===== src/hdl/sild_pkg.sv =====
// Shared constants for the serial-in latched driver and its host controller.
// Assumes both ends run on one 25 MHz clock and share this package.
package sild_pkg;

  //////////////////////////////////////////////////////////////////////////////
  // Structure
  //////////////////////////////////////////////////////////////////////////////

  // Number of shift stages, latches and output drivers.
  localparam int STAGES    = 32;
  // Width of the stage index counter in the host.
  localparam int BIT_CNT_W = 6;
  // Depth of the host word FIFO.
  localparam int FIFO_DEPTH = 8;

  // Positions of the link pins inside the device's synchroniser vector.
  localparam int PIN_DATA  = 0;
  localparam int PIN_CLK   = 1;
  localparam int PIN_STRB  = 2;
  localparam int PIN_OE    = 3;
  localparam int PIN_COUNT = 4;

  // Reset values.
  localparam logic [STAGES-1:0]    STAGE_RST = 32'h0000_0000;
  localparam logic [PIN_COUNT-1:0] PIN_RST   = 4'h0;

  //////////////////////////////////////////////////////////////////////////////
  // Timing
  //////////////////////////////////////////////////////////////////////////////

  // Clock period in ns (25 MHz).
  localparam int CLK_NS        = 40;
  // Least times in ns, as printed.
  localparam int DATA_SETUP_NS = 75;
  localparam int DATA_HOLD_NS  = 75;
  localparam int CLK_PULSE_NS  = 150;
  localparam int STRB_GAP_NS   = 300;
  localparam int STRB_PULSE_NS = 100;

  // Least times rounded up to whole clock cycles.
  localparam int SETUP_CYC = (DATA_SETUP_NS + CLK_NS - 1) / CLK_NS;
  localparam int HOLD_CYC  = (DATA_HOLD_NS + CLK_NS - 1) / CLK_NS;
  localparam int CLK_CYC   = (CLK_PULSE_NS + CLK_NS - 1) / CLK_NS;
  localparam int GAP_CYC   = (STRB_GAP_NS + CLK_NS - 1) / CLK_NS;
  localparam int STRB_CYC  = (STRB_PULSE_NS + CLK_NS - 1) / CLK_NS;

  // Width of the host's phase timer.
  localparam int TIMER_W = 4;

  // Host sequencer states, Gray coded from IDLE through STRB in that order.
  typedef enum logic [2:0] {
    SILD_IDLE  = 3'h0,
    SILD_SETUP = 3'h1,
    SILD_HIGH  = 3'h3,
    SILD_LOW   = 3'h2,
    SILD_GAP   = 3'h6,
    SILD_STRB  = 3'h7
  } sild_state_t;

endpackage


===== src/hdl/sild_if.sv =====
// Link between the host controller and the serial-in latched driver.
// Assumes the testbench resolves the open-collector driver wires from drv_oe.
`timescale 1ns/10ps

interface sild_if;

  // Serial data from the host.
  logic                         ser_data;
  // Shift clock from the host; data is taken on its rising edge.
  logic                         shift_clk;
  // Latch strobe; latches are transparent while it is high.
  logic                         strobe;
  // Output enable; drivers are off while it is low.
  logic                         out_en;
  // Cascade output from the last shift stage.
  logic                         cascade_out;
  // Open-collector driver level, always low when driven.
  logic [sild_pkg::STAGES-1:0]  drv_out;
  // High while a driver sinks its output.
  logic [sild_pkg::STAGES-1:0]  drv_oe;

  // Driver end.
  modport dev (
    input  ser_data,
    input  shift_clk,
    input  strobe,
    input  out_en,
    output cascade_out,
    output drv_out,
    output drv_oe
  );

  // Controller end.
  modport host (
    output ser_data,
    output shift_clk,
    output strobe,
    output out_en,
    input  cascade_out,
    input  drv_out,
    input  drv_oe
  );

endinterface


===== src/hdl/sild_host.sv =====
// Host end: word FIFO and a sequencer that shifts, strobes and enables.
// Assumes the driver end samples the pins with its own synchronisers.
`timescale 1ns/10ps

////////////////////////////////////////////////////////////////////////////////
// Word FIFO
////////////////////////////////////////////////////////////////////////////////

module sild_fifo #(
  parameter int WIDTH = 32,
  parameter int DEPTH = 8
) (
  input  wire logic             core_clk,
  input  wire logic             reset_n,
  input  wire logic [WIDTH-1:0] in_data,
  input  wire logic             in_valid,
  output logic                  in_ready,
  output logic      [WIDTH-1:0] out_data,
  output logic                  out_valid,
  input  wire logic             out_ready
);

  localparam int PW = $clog2(DEPTH);

  // Storage array.
  logic [WIDTH-1:0] mem [DEPTH];
  // Read and write pointers and fill count.
  logic [PW-1:0]    wr_ptr;
  logic [PW-1:0]    rd_ptr;
  logic [PW:0]      count;
  logic             push;
  logic             pop;

  // Full and empty follow the count exactly, so ready stalls the writer.
  assign in_ready  = (count != PW'(0) + (PW+1)'(DEPTH));
  assign out_valid = (count != '0);
  assign out_data  = mem[rd_ptr];
  assign push      = in_valid && in_ready;
  assign pop       = out_valid && out_ready;

  // Write port.
  always_ff @(posedge core_clk) begin
    if (push) begin
      mem[wr_ptr] <= in_data;
    end
  end

  // Pointers and count; wrap is explicit because DEPTH need not be a power.
  always_ff @(posedge core_clk or negedge reset_n) begin
    if (!reset_n) begin
      wr_ptr <= '0;
      rd_ptr <= '0;
      count  <= '0;
    end else begin
      if (push) begin
        wr_ptr <= (wr_ptr == PW'(DEPTH-1)) ? '0 : wr_ptr + PW'(1);
      end
      if (pop) begin
        rd_ptr <= (rd_ptr == PW'(DEPTH-1)) ? '0 : rd_ptr + PW'(1);
      end
      count <= count + (PW+1)'(push) - (PW+1)'(pop);
    end
  end

endmodule

////////////////////////////////////////////////////////////////////////////////
// Sequencer
////////////////////////////////////////////////////////////////////////////////

module sild_host (
  input  wire logic                        core_clk,
  input  wire logic                        reset_n,
  input  wire logic [sild_pkg::STAGES-1:0] word_data,
  input  wire logic                        word_valid,
  output logic                             word_ready,
  input  wire logic                        enable_outputs,
  input  wire logic                        bypass_latch,
  output logic                             busy,
  sild_if.host                             link
);

  // FIFO read side.
  logic [sild_pkg::STAGES-1:0] fifo_data;
  logic                        fifo_valid;
  logic                        fifo_take;

  sild_fifo #(
    .WIDTH (sild_pkg::STAGES),
    .DEPTH (sild_pkg::FIFO_DEPTH)
  ) sild_fifo_i (
    .core_clk  (core_clk),
    .reset_n   (reset_n),
    .in_data   (word_data),
    .in_valid  (word_valid),
    .in_ready  (word_ready),
    .out_data  (fifo_data),
    .out_valid (fifo_valid),
    .out_ready (fifo_take)
  );

  sild_pkg::sild_state_t                state;
  logic [sild_pkg::STAGES-1:0]          shreg;     // Word being sent, MSB first.
  logic [sild_pkg::BIT_CNT_W-1:0]       bits_left; // Bits still to send.
  logic [sild_pkg::TIMER_W-1:0]         timer;     // Cycles left in a phase.
  logic                                 pin_data;
  logic                                 pin_clk;
  logic                                 pin_strb;
  logic                                 pin_oe;

  // Take a word only when idle; the FIFO then backs up toward the user.
  assign fifo_take = (state == sild_pkg::SILD_IDLE) && fifo_valid;
  assign busy      = (state != sild_pkg::SILD_IDLE);

  // Sequencer: setup, clock high, clock low per bit, then gap and strobe.
  always_ff @(posedge core_clk or negedge reset_n) begin
    if (!reset_n) begin
      state     <= sild_pkg::SILD_IDLE;
      shreg     <= sild_pkg::STAGE_RST;
      bits_left <= '0;
      timer     <= '0;
    end else begin
      case (state)
        sild_pkg::SILD_IDLE: begin
          if (fifo_valid) begin
            shreg     <= fifo_data;
            bits_left <= sild_pkg::BIT_CNT_W'(sild_pkg::STAGES);
            timer     <= sild_pkg::TIMER_W'(sild_pkg::SETUP_CYC);
            state     <= sild_pkg::SILD_SETUP;
          end
        end
        sild_pkg::SILD_SETUP: begin
          timer <= timer - sild_pkg::TIMER_W'(1);
          if (timer == sild_pkg::TIMER_W'(1)) begin
            timer <= sild_pkg::TIMER_W'(sild_pkg::CLK_CYC);
            state <= sild_pkg::SILD_HIGH;
          end
        end
        sild_pkg::SILD_HIGH: begin
          // Clock stays high and data stays put for the whole pulse.
          timer <= timer - sild_pkg::TIMER_W'(1);
          if (timer == sild_pkg::TIMER_W'(1)) begin
            timer <= sild_pkg::TIMER_W'(sild_pkg::CLK_CYC);
            state <= sild_pkg::SILD_LOW;
          end
        end
        sild_pkg::SILD_LOW: begin
          // Low phase covers the hold time and the least low width.
          timer <= timer - sild_pkg::TIMER_W'(1);
          if (timer == sild_pkg::TIMER_W'(1)) begin
            if (bits_left == sild_pkg::BIT_CNT_W'(1)) begin
              timer <= sild_pkg::TIMER_W'(sild_pkg::GAP_CYC);
              state <= sild_pkg::SILD_GAP;
            end else begin
              shreg     <= {shreg[sild_pkg::STAGES-2:0], 1'b0};
              bits_left <= bits_left - sild_pkg::BIT_CNT_W'(1);
              timer     <= sild_pkg::TIMER_W'(sild_pkg::SETUP_CYC);
              state     <= sild_pkg::SILD_SETUP;
            end
          end
        end
        sild_pkg::SILD_GAP: begin
          timer <= timer - sild_pkg::TIMER_W'(1);
          if (timer == sild_pkg::TIMER_W'(1)) begin
            timer <= sild_pkg::TIMER_W'(sild_pkg::STRB_CYC);
            state <= sild_pkg::SILD_STRB;
          end
        end
        sild_pkg::SILD_STRB: begin
          timer <= timer - sild_pkg::TIMER_W'(1);
          if (timer == sild_pkg::TIMER_W'(1)) begin
            state <= sild_pkg::SILD_IDLE;
          end
        end
        default: begin
          state <= sild_pkg::SILD_IDLE;
        end
      endcase
    end
  end

  // Registered pins; bypass holds strobe high and forces enable low in a frame.
  always_ff @(posedge core_clk or negedge reset_n) begin
    if (!reset_n) begin
      pin_data <= 1'b0;
      pin_clk  <= 1'b0;
      pin_strb <= 1'b0;
      pin_oe   <= 1'b0;
    end else begin
      pin_data <= shreg[sild_pkg::STAGES-1];
      pin_clk  <= (state == sild_pkg::SILD_HIGH);
      pin_strb <= bypass_latch || (state == sild_pkg::SILD_STRB);
      pin_oe   <= enable_outputs && !(bypass_latch && busy);
    end
  end

  assign link.ser_data  = pin_data;
  assign link.shift_clk = pin_clk;
  assign link.strobe    = pin_strb;
  assign link.out_en    = pin_oe;

endmodule


===== src/flat_wrapper.sv =====
// flat-port wrapper written by rule: the top's interface ports become plain ports
module sild_host_flat 
  (core_clk, reset_n, word_data, word_valid, word_ready, enable_outputs, bypass_latch, busy, link_ser_data, link_shift_clk, link_strobe, link_out_en, link_cascade_out, link_drv_out, link_drv_oe);
  sild_if link_i ();
  input  wire logic core_clk;
  input  wire logic reset_n;
  input  wire logic [sild_pkg::STAGES-1:0] word_data;
  input  wire logic word_valid;
  output logic word_ready;
  input  wire logic enable_outputs;
  input  wire logic bypass_latch;
  output logic busy;
  output wire logic [$bits(link_i.ser_data)-1:0] link_ser_data;
  output wire logic [$bits(link_i.shift_clk)-1:0] link_shift_clk;
  output wire logic [$bits(link_i.strobe)-1:0] link_strobe;
  output wire logic [$bits(link_i.out_en)-1:0] link_out_en;
  input wire logic [$bits(link_i.cascade_out)-1:0] link_cascade_out;
  input wire logic [$bits(link_i.drv_out)-1:0] link_drv_out;
  input wire logic [$bits(link_i.drv_oe)-1:0] link_drv_oe;
  assign link_ser_data = link_i.ser_data;
  assign link_shift_clk = link_i.shift_clk;
  assign link_strobe = link_i.strobe;
  assign link_out_en = link_i.out_en;
  assign link_i.cascade_out = link_cascade_out;
  assign link_i.drv_out = link_drv_out;
  assign link_i.drv_oe = link_drv_oe;
  sild_host u_core (.core_clk(core_clk), .reset_n(reset_n), .word_data(word_data), .word_valid(word_valid), .word_ready(word_ready), .enable_outputs(enable_outputs), .bypass_latch(bypass_latch), .busy(busy), .link(link_i));
endmodule

===== config.mk =====
export PLATFORM = sky130hd
export DESIGN_NAME = sild_host_flat
export DESIGN_NICKNAME = d
export VERILOG_FILES = /design/src/hdl/sild_pkg.sv /design/src/hdl/sild_if.sv /design/src/hdl/sild_host.sv /design/src/flat_wrapper.sv
export SDC_FILE = /design/constraint.sdc
export NUM_CORES = 1
export LEC_CHECK = 0
export ABC_CLOCK_PERIOD_IN_PS = 11900
export BUFFER_PORTS_ARGS = -buffer_cell sky130_fd_sc_hd__buf_2
export CAP_MARGIN = 20
export CORE_AREA = 5 5 212 255
export DETAILED_ROUTE_END_ITERATION = 6
export DIE_AREA = 0 0 217 260
export PLACE_DENSITY_LB_ADDON = 0.3
export SYNTH_ARGS = -nofsm -noshare
export SYNTH_HDL_FRONTEND = slang
export SYNTH_SLANG_ARGS = --single-unit

===== constraint.sdc =====
create_clock -name core_clk -period 11.9 [get_ports core_clk]
set_input_delay 2.38 -clock core_clk [delete_from_list [all_inputs] [get_ports core_clk]]
set_output_delay 2.38 -clock core_clk [all_outputs]
set_load 0.01 [all_outputs]

### Word-level counts from Yosys, hierarchy flattened

Memories as Yosys holds them, arrays and structs flattened.
Index checks and enable logic that the tools add are counted.

* add/subtract/negate cells: 6
* reduce and logical (&&, ||, !) cells: 16
* eq/ne operators: 17
* multiplexer cells: 26

Operators with widths (count)
* $mux 32: 3
* $pmux 32 s2: 1
* $mux 3: 9
* $mux 4: 5
* $pmux 4 s5: 1
* $mux 6: 3
* $pmux 3 s6: 1
* $eq 3x3->1 const B: 4
* $ne 2x1->1 const B: 6
* $pmux 6 s2: 1
* $add 3x1->3 const B: 2
* $eq 3x2->1 const B: 2
* $eq 6x1->1 const B: 1
* $reduce_and 6->1: 1
* $sub 6x1->6 const B: 1
* $logic_and 1x1->1: 5
* $reduce_bool 5->1: 1
* $add 4x1->4: 1
* $eq 4x1->1 const B: 1
* $ne 4x4->1 const B: 1
* $reduce_and 4->1: 1
* $reduce_bool 4->1: 1
* $sub 4x1->4: 1
* $sub 4x1->4 const B: 1
* other kinds (10): 11

* output and inout port bits: 6
* memories kept: 1
* register bits after elaboration: 59
* memory bits (writable): 256
* logic and storage cells: 77
* bits of input ports: 102

Memory list
* u_core.sild_fifo_i.mem: depth 8, bits a word 32, rd ports 1, clocked after Yosys merged registers in 0, write ports 1, RTL line sild_host.sv:26 `logic [WIDTH-1:0] mem [DEPTH];`

### Longest topological paths before layout

* depth in word-level cells: 4
* mapped depth: 12

### Hierarchy

A second synthesis with hierarchy kept.

* cells, all modules: 672
* area total of the unflattened synthesis: 12766.0 um^2

By module, submodules not included
* sild_fifo: seq. area each 7937.6 um^2, area an instance 10223.6 um^2, instances 1, cells an instance 426
* sild_host: seq. area each 1226.2 um^2, area an instance 2542.4 um^2, instances 1, cells an instance 246

### Worst setup path after synthesis

OpenSTA, ideal clock, no wires.

* path kind: input -> register
* start point: input port word_valid
* end point: memory u_core.sild_fifo_i.mem[0][0], enable pin
* setup slack: 5760 ps
* arrival: 5638 ps
* cell stages on the path: 2
* cells stage by stage: nand2_1 > nor4_1

* cells in the longest elaborated chain, start to end: 3

Ends and longest elaborated chain
* start, declared: RTL line flat_wrapper.sv:8 `input wire logic word_valid;`
* $logic_and 1x1->1: RTL line sild_host.sv:38 `assign push = in_valid && in_ready;`
* $mux 1: RTL line sild_host.sv:43 `if (push) begin`
* $mux 1 (not written as such): RTL line sild_host.sv:44 `mem[wr_ptr] <= in_data;`
* end, declared: RTL line sild_host.sv:26

No other way between the ends.

### Worst setup path after layout

* start point: register u_core.sild_fifo_i.count[2]
* end point: output port word_ready

* cells in the longest elaborated chain, start to end: 1

Ends and longest elaborated chain
* start, declared: RTL line sild_host.sv:30 `logic [PW:0] count;`
* start signal, assigned: RTL line sild_host.sv:61 `count <= count + (PW+1)'(push) - (PW+1)'(pop);`
* $ne 4x4->1: RTL line sild_host.sv:35 `assign in_ready = (count != PW'(0) + (PW+1)'(DEPTH));`
* end, declared: RTL line flat_wrapper.sv:9 `output logic word_ready;`

No other way between the ends.

==> results_dict.tcl <==
set metrics [dict create \
    die_h_um 260 \
    clkLatencyLatePin_ns 0.51 \
    ir_drop_v 0.00008642 \
    worst_hold_path.endpoint "u_core.link.ser_data" \
    min_period_ns 4.125 \
    overflow 0 \
    core_area_mm2 0.05112 \
    min_from "u_core.shreg[31]" \
    synth-main-ff-cell "edfxtp_1" \
    p_int_mw 2.039 \
    finalNetCount 979 \
    synth_warnings 0 \
    cts_max_level 2 \
    p_clk_share_pct 39.1 \
    synth_area_leaders "edfxtp_1 (61%), dfrtp_1 (12%), mux2i_1 (9.9%)" \
    worst_slew_pin_slew_ns 1.068 \
    combinationalPowerShare_pct 8.7 \
    cts.repair.resized 0 \
    worst-path-max-fanout 3 \
    fin_crit_sh_pct 34.66 \
    crit_start "u_core.sild_fifo_i.count[2]" \
    vias 6975 \
    hold_ws_ns 0.4051 \
    switchingPower_uw 609.2 \
    placed_area_mm2 0.01361 \
    antenna_found_initial 5 \
    postCtsSetupRepairBufs 0 \
    cts_buffer_depth 3 \
    power_mw 2.648 \
    fmax_ghz 0.2424 \
    hold_viol_final 0 \
    drt-pass1-iter-count 6 \
    syn2layout_area_growth_pct 16.53 \
    wirelength_um 28030 \
    initial_core_util_pct 24.70 \
    die_w_um 217 \
    tns_ns 0 \
    cts_sinks 315 \
    ys_ff_latch 315 \
    grt_pass1_wl_um 43460 \
    swShare_pct 23.01 \
    dieArea_mm2 0.05642 \
    io_pins 108 \
    synthCells 819 \
    crit_required_ns 9.52 \
    r2r_slack_ns 8.77 \
    slew_headroom_pct 28.77 \
    fin_skew_ns 0.01273 \
    via_per_inst 4.529 \
    status "finished, final reports clean" \
    synth.distinct_cells 48 \
    final_cells 1540 \
    hpwl_um 14470 \
    finalSetupViolations 0 \
    p_leak_nw 4.711 \
    first_global_vias 7231 \
    cts_tree "done" \
    cts_buffers 34 \
    avgRoutedWirePerCell_um 18.20 \
    drv_slew 0 \
    crit_type "register to primary output" \
    ant_nets 0 \
    synth_top_area_share_pct 60.87 \
    final_core_util_pct 28.79 \
    gp_congestion 0.6919 \
    yosysMostFrequentCell "edfxtp_1" \
    synth-async-reset-ratio_pct 18.73 \
    critPathLaunchType "register" \
    grt_max_degree 66 \
    drive_gt1_share_pct 14.22 \
    endpoint_kind "primary output" \
    power.density_mw_per_mm2 179.9 \
    drt_iter0_markers 362 \
    synth.largest_area_cell "edfxtp_1" \
    synth_common_cells "edfxtp_1 (256), mux2i_1 (125), dfrtp_1 (59)" \
    grt_setup_unrepaired "false" \
    holdBufCountCts 0 \
    clkTransAtPathRegs_ns 0.06 \
    dp_cells 1477 \
    dp_slack_ns 7.860 \
    synth-edff-count 256 \
    power_frac_seq_pct 52.2 \
    cts_root_buf "clkbuf_16" \
    reg2reg_depth 12 \
    syn_area_mm2 0.01263 \
    core.rowCount 91 \
    drcViolationCount 0 \
    r2r_end "u_core.sild_fifo_i.count[2]" \
    gr-usage-all-layers_pct 9.901 \
    syn-num-nets 936 \
    design_area_mm2 0.01472 \
    avgSynthCellArea_um2 15.42 \
    drv_cap 0 \
    crit_arrival_ns 1.75 \
    seq_area_frac_synth_pct 72.56 \
    min_delay_path_depth 0 \
    hp-class "register to register" \
    place.port_buffers 42 \
    reg2reg_from "u_core.sild_fifo_i.count[2]" \
    fin_ws_ns 7.775 \
]
[registers in the layout (all words and copies together), names as in the netlist]
register and flops:
u_core.bits_left 6, u_core.link.out_en 1, u_core.link.ser_data 1, u_core.link.shift_clk 1, u_core.link.strobe 1, u_core.shreg 32, u_core.sild_fifo_i.count 4, u_core.sild_fifo_i.mem 256
u_core.sild_fifo_i.rd_ptr 3, u_core.sild_fifo_i.wr_ptr 3, u_core.state 3, u_core.timer 4
[final cells by class]
class | instances | area, um2
flip-flops and latches | 315 | 9168
clock inverters | 10 | 100.1
fillers | 5058 | 36400
multi-input cells | 437 | 3233
diodes | 3 | 7.507
repair buffers | 58 | 330.3
inverters | 16 | 60.06
well taps | 651 | 814.5
clock buffers | 50 | 1005
[power groups by stage]
| stage | Sequential (mW) | Clock, mW | Combinational [mW] |
|---|---|---|---|
| finish | 1.38 | 1.04 | 0.231 |
| global placement | 1.40 | 0 | 0.237 |
| global route | 1.39 | 1.12 | 0.261 |
| detailed placement | 1.41 | 0 | 0.242 |
| CTS | 1.38 | 1.07 | 0.242 |
| floorplan | 1.40 | 0 | 0.132 |
[kinds of logic (layout without fill, tap and decap cells)]
family | after synthesis | count (layout) | synth area share (%)
and+or+nand+nor | 127 | 127 | 4.845
adders and majority gates | 15 | 15 | 1.545
AOI/OAI and AO/OA | 163 | 163 | 8.134
other | 0 | 3 | 0
xor gates and xnor gates | 4 | 4 | 0.2774
buffers and inverters | 67 | 134 | 2.288
DFF | 315 | 315 | 72.56
muxes | 128 | 128 | 10.35
[layout by cell type, fill, tap and decap left out, drive strengths merged, types with 17 or more instances in the layout]
| cell | instances |
|---|---|
| nand3 | 36 |
| inv | 17 |
| o32ai | 31 |
| clkbuf | 50 |
| o22ai | 32 |
| o21ai | 68 |
| nor2 | 40 |
| buf | 58 |
| mux2i | 125 |
| dfrtp | 59 |
| edfxtp | 256 |
| nand2 | 19 |
[worst max-delay path, stage by stage (launching register included)]
cell	delay, ns
dfrtp_1	0.35
inv_1	0.10
ha_1	0.14
or3b_2	0.48
buf_2	0.17
[worst max-delay path by stage]
stage / endpoint / slack [ns] / depth (start not counted)
2_1_floorplan: u_core.sild_fifo_i.mem[0][0] / 5.76 / 2
3_3_place_gp: u_core.sild_fifo_i.count[2] / 7.86 / 8
3_5_place_dp: u_core.sild_fifo_i.count[2] / 7.86 / 8
4_1_cts: word_ready / 7.73 / 4
5_1_grt: word_ready / 7.68 / 4
6_report: word_ready / 7.77 / 4
[per-layer routing]
layer | up-vias | GRT usage (%) | wire length [um]
li1 | 3280 | - | -
met1 | 3536 | 12.06 | 11850
met2 | 116 | 17.61 | 14400
met3 | 41 | 2.131 | 1224
met4 | 2 | 2.968 | 539
met5 | - | 0 | 13
No activity file was read; power rests on OpenSTA's default activity.
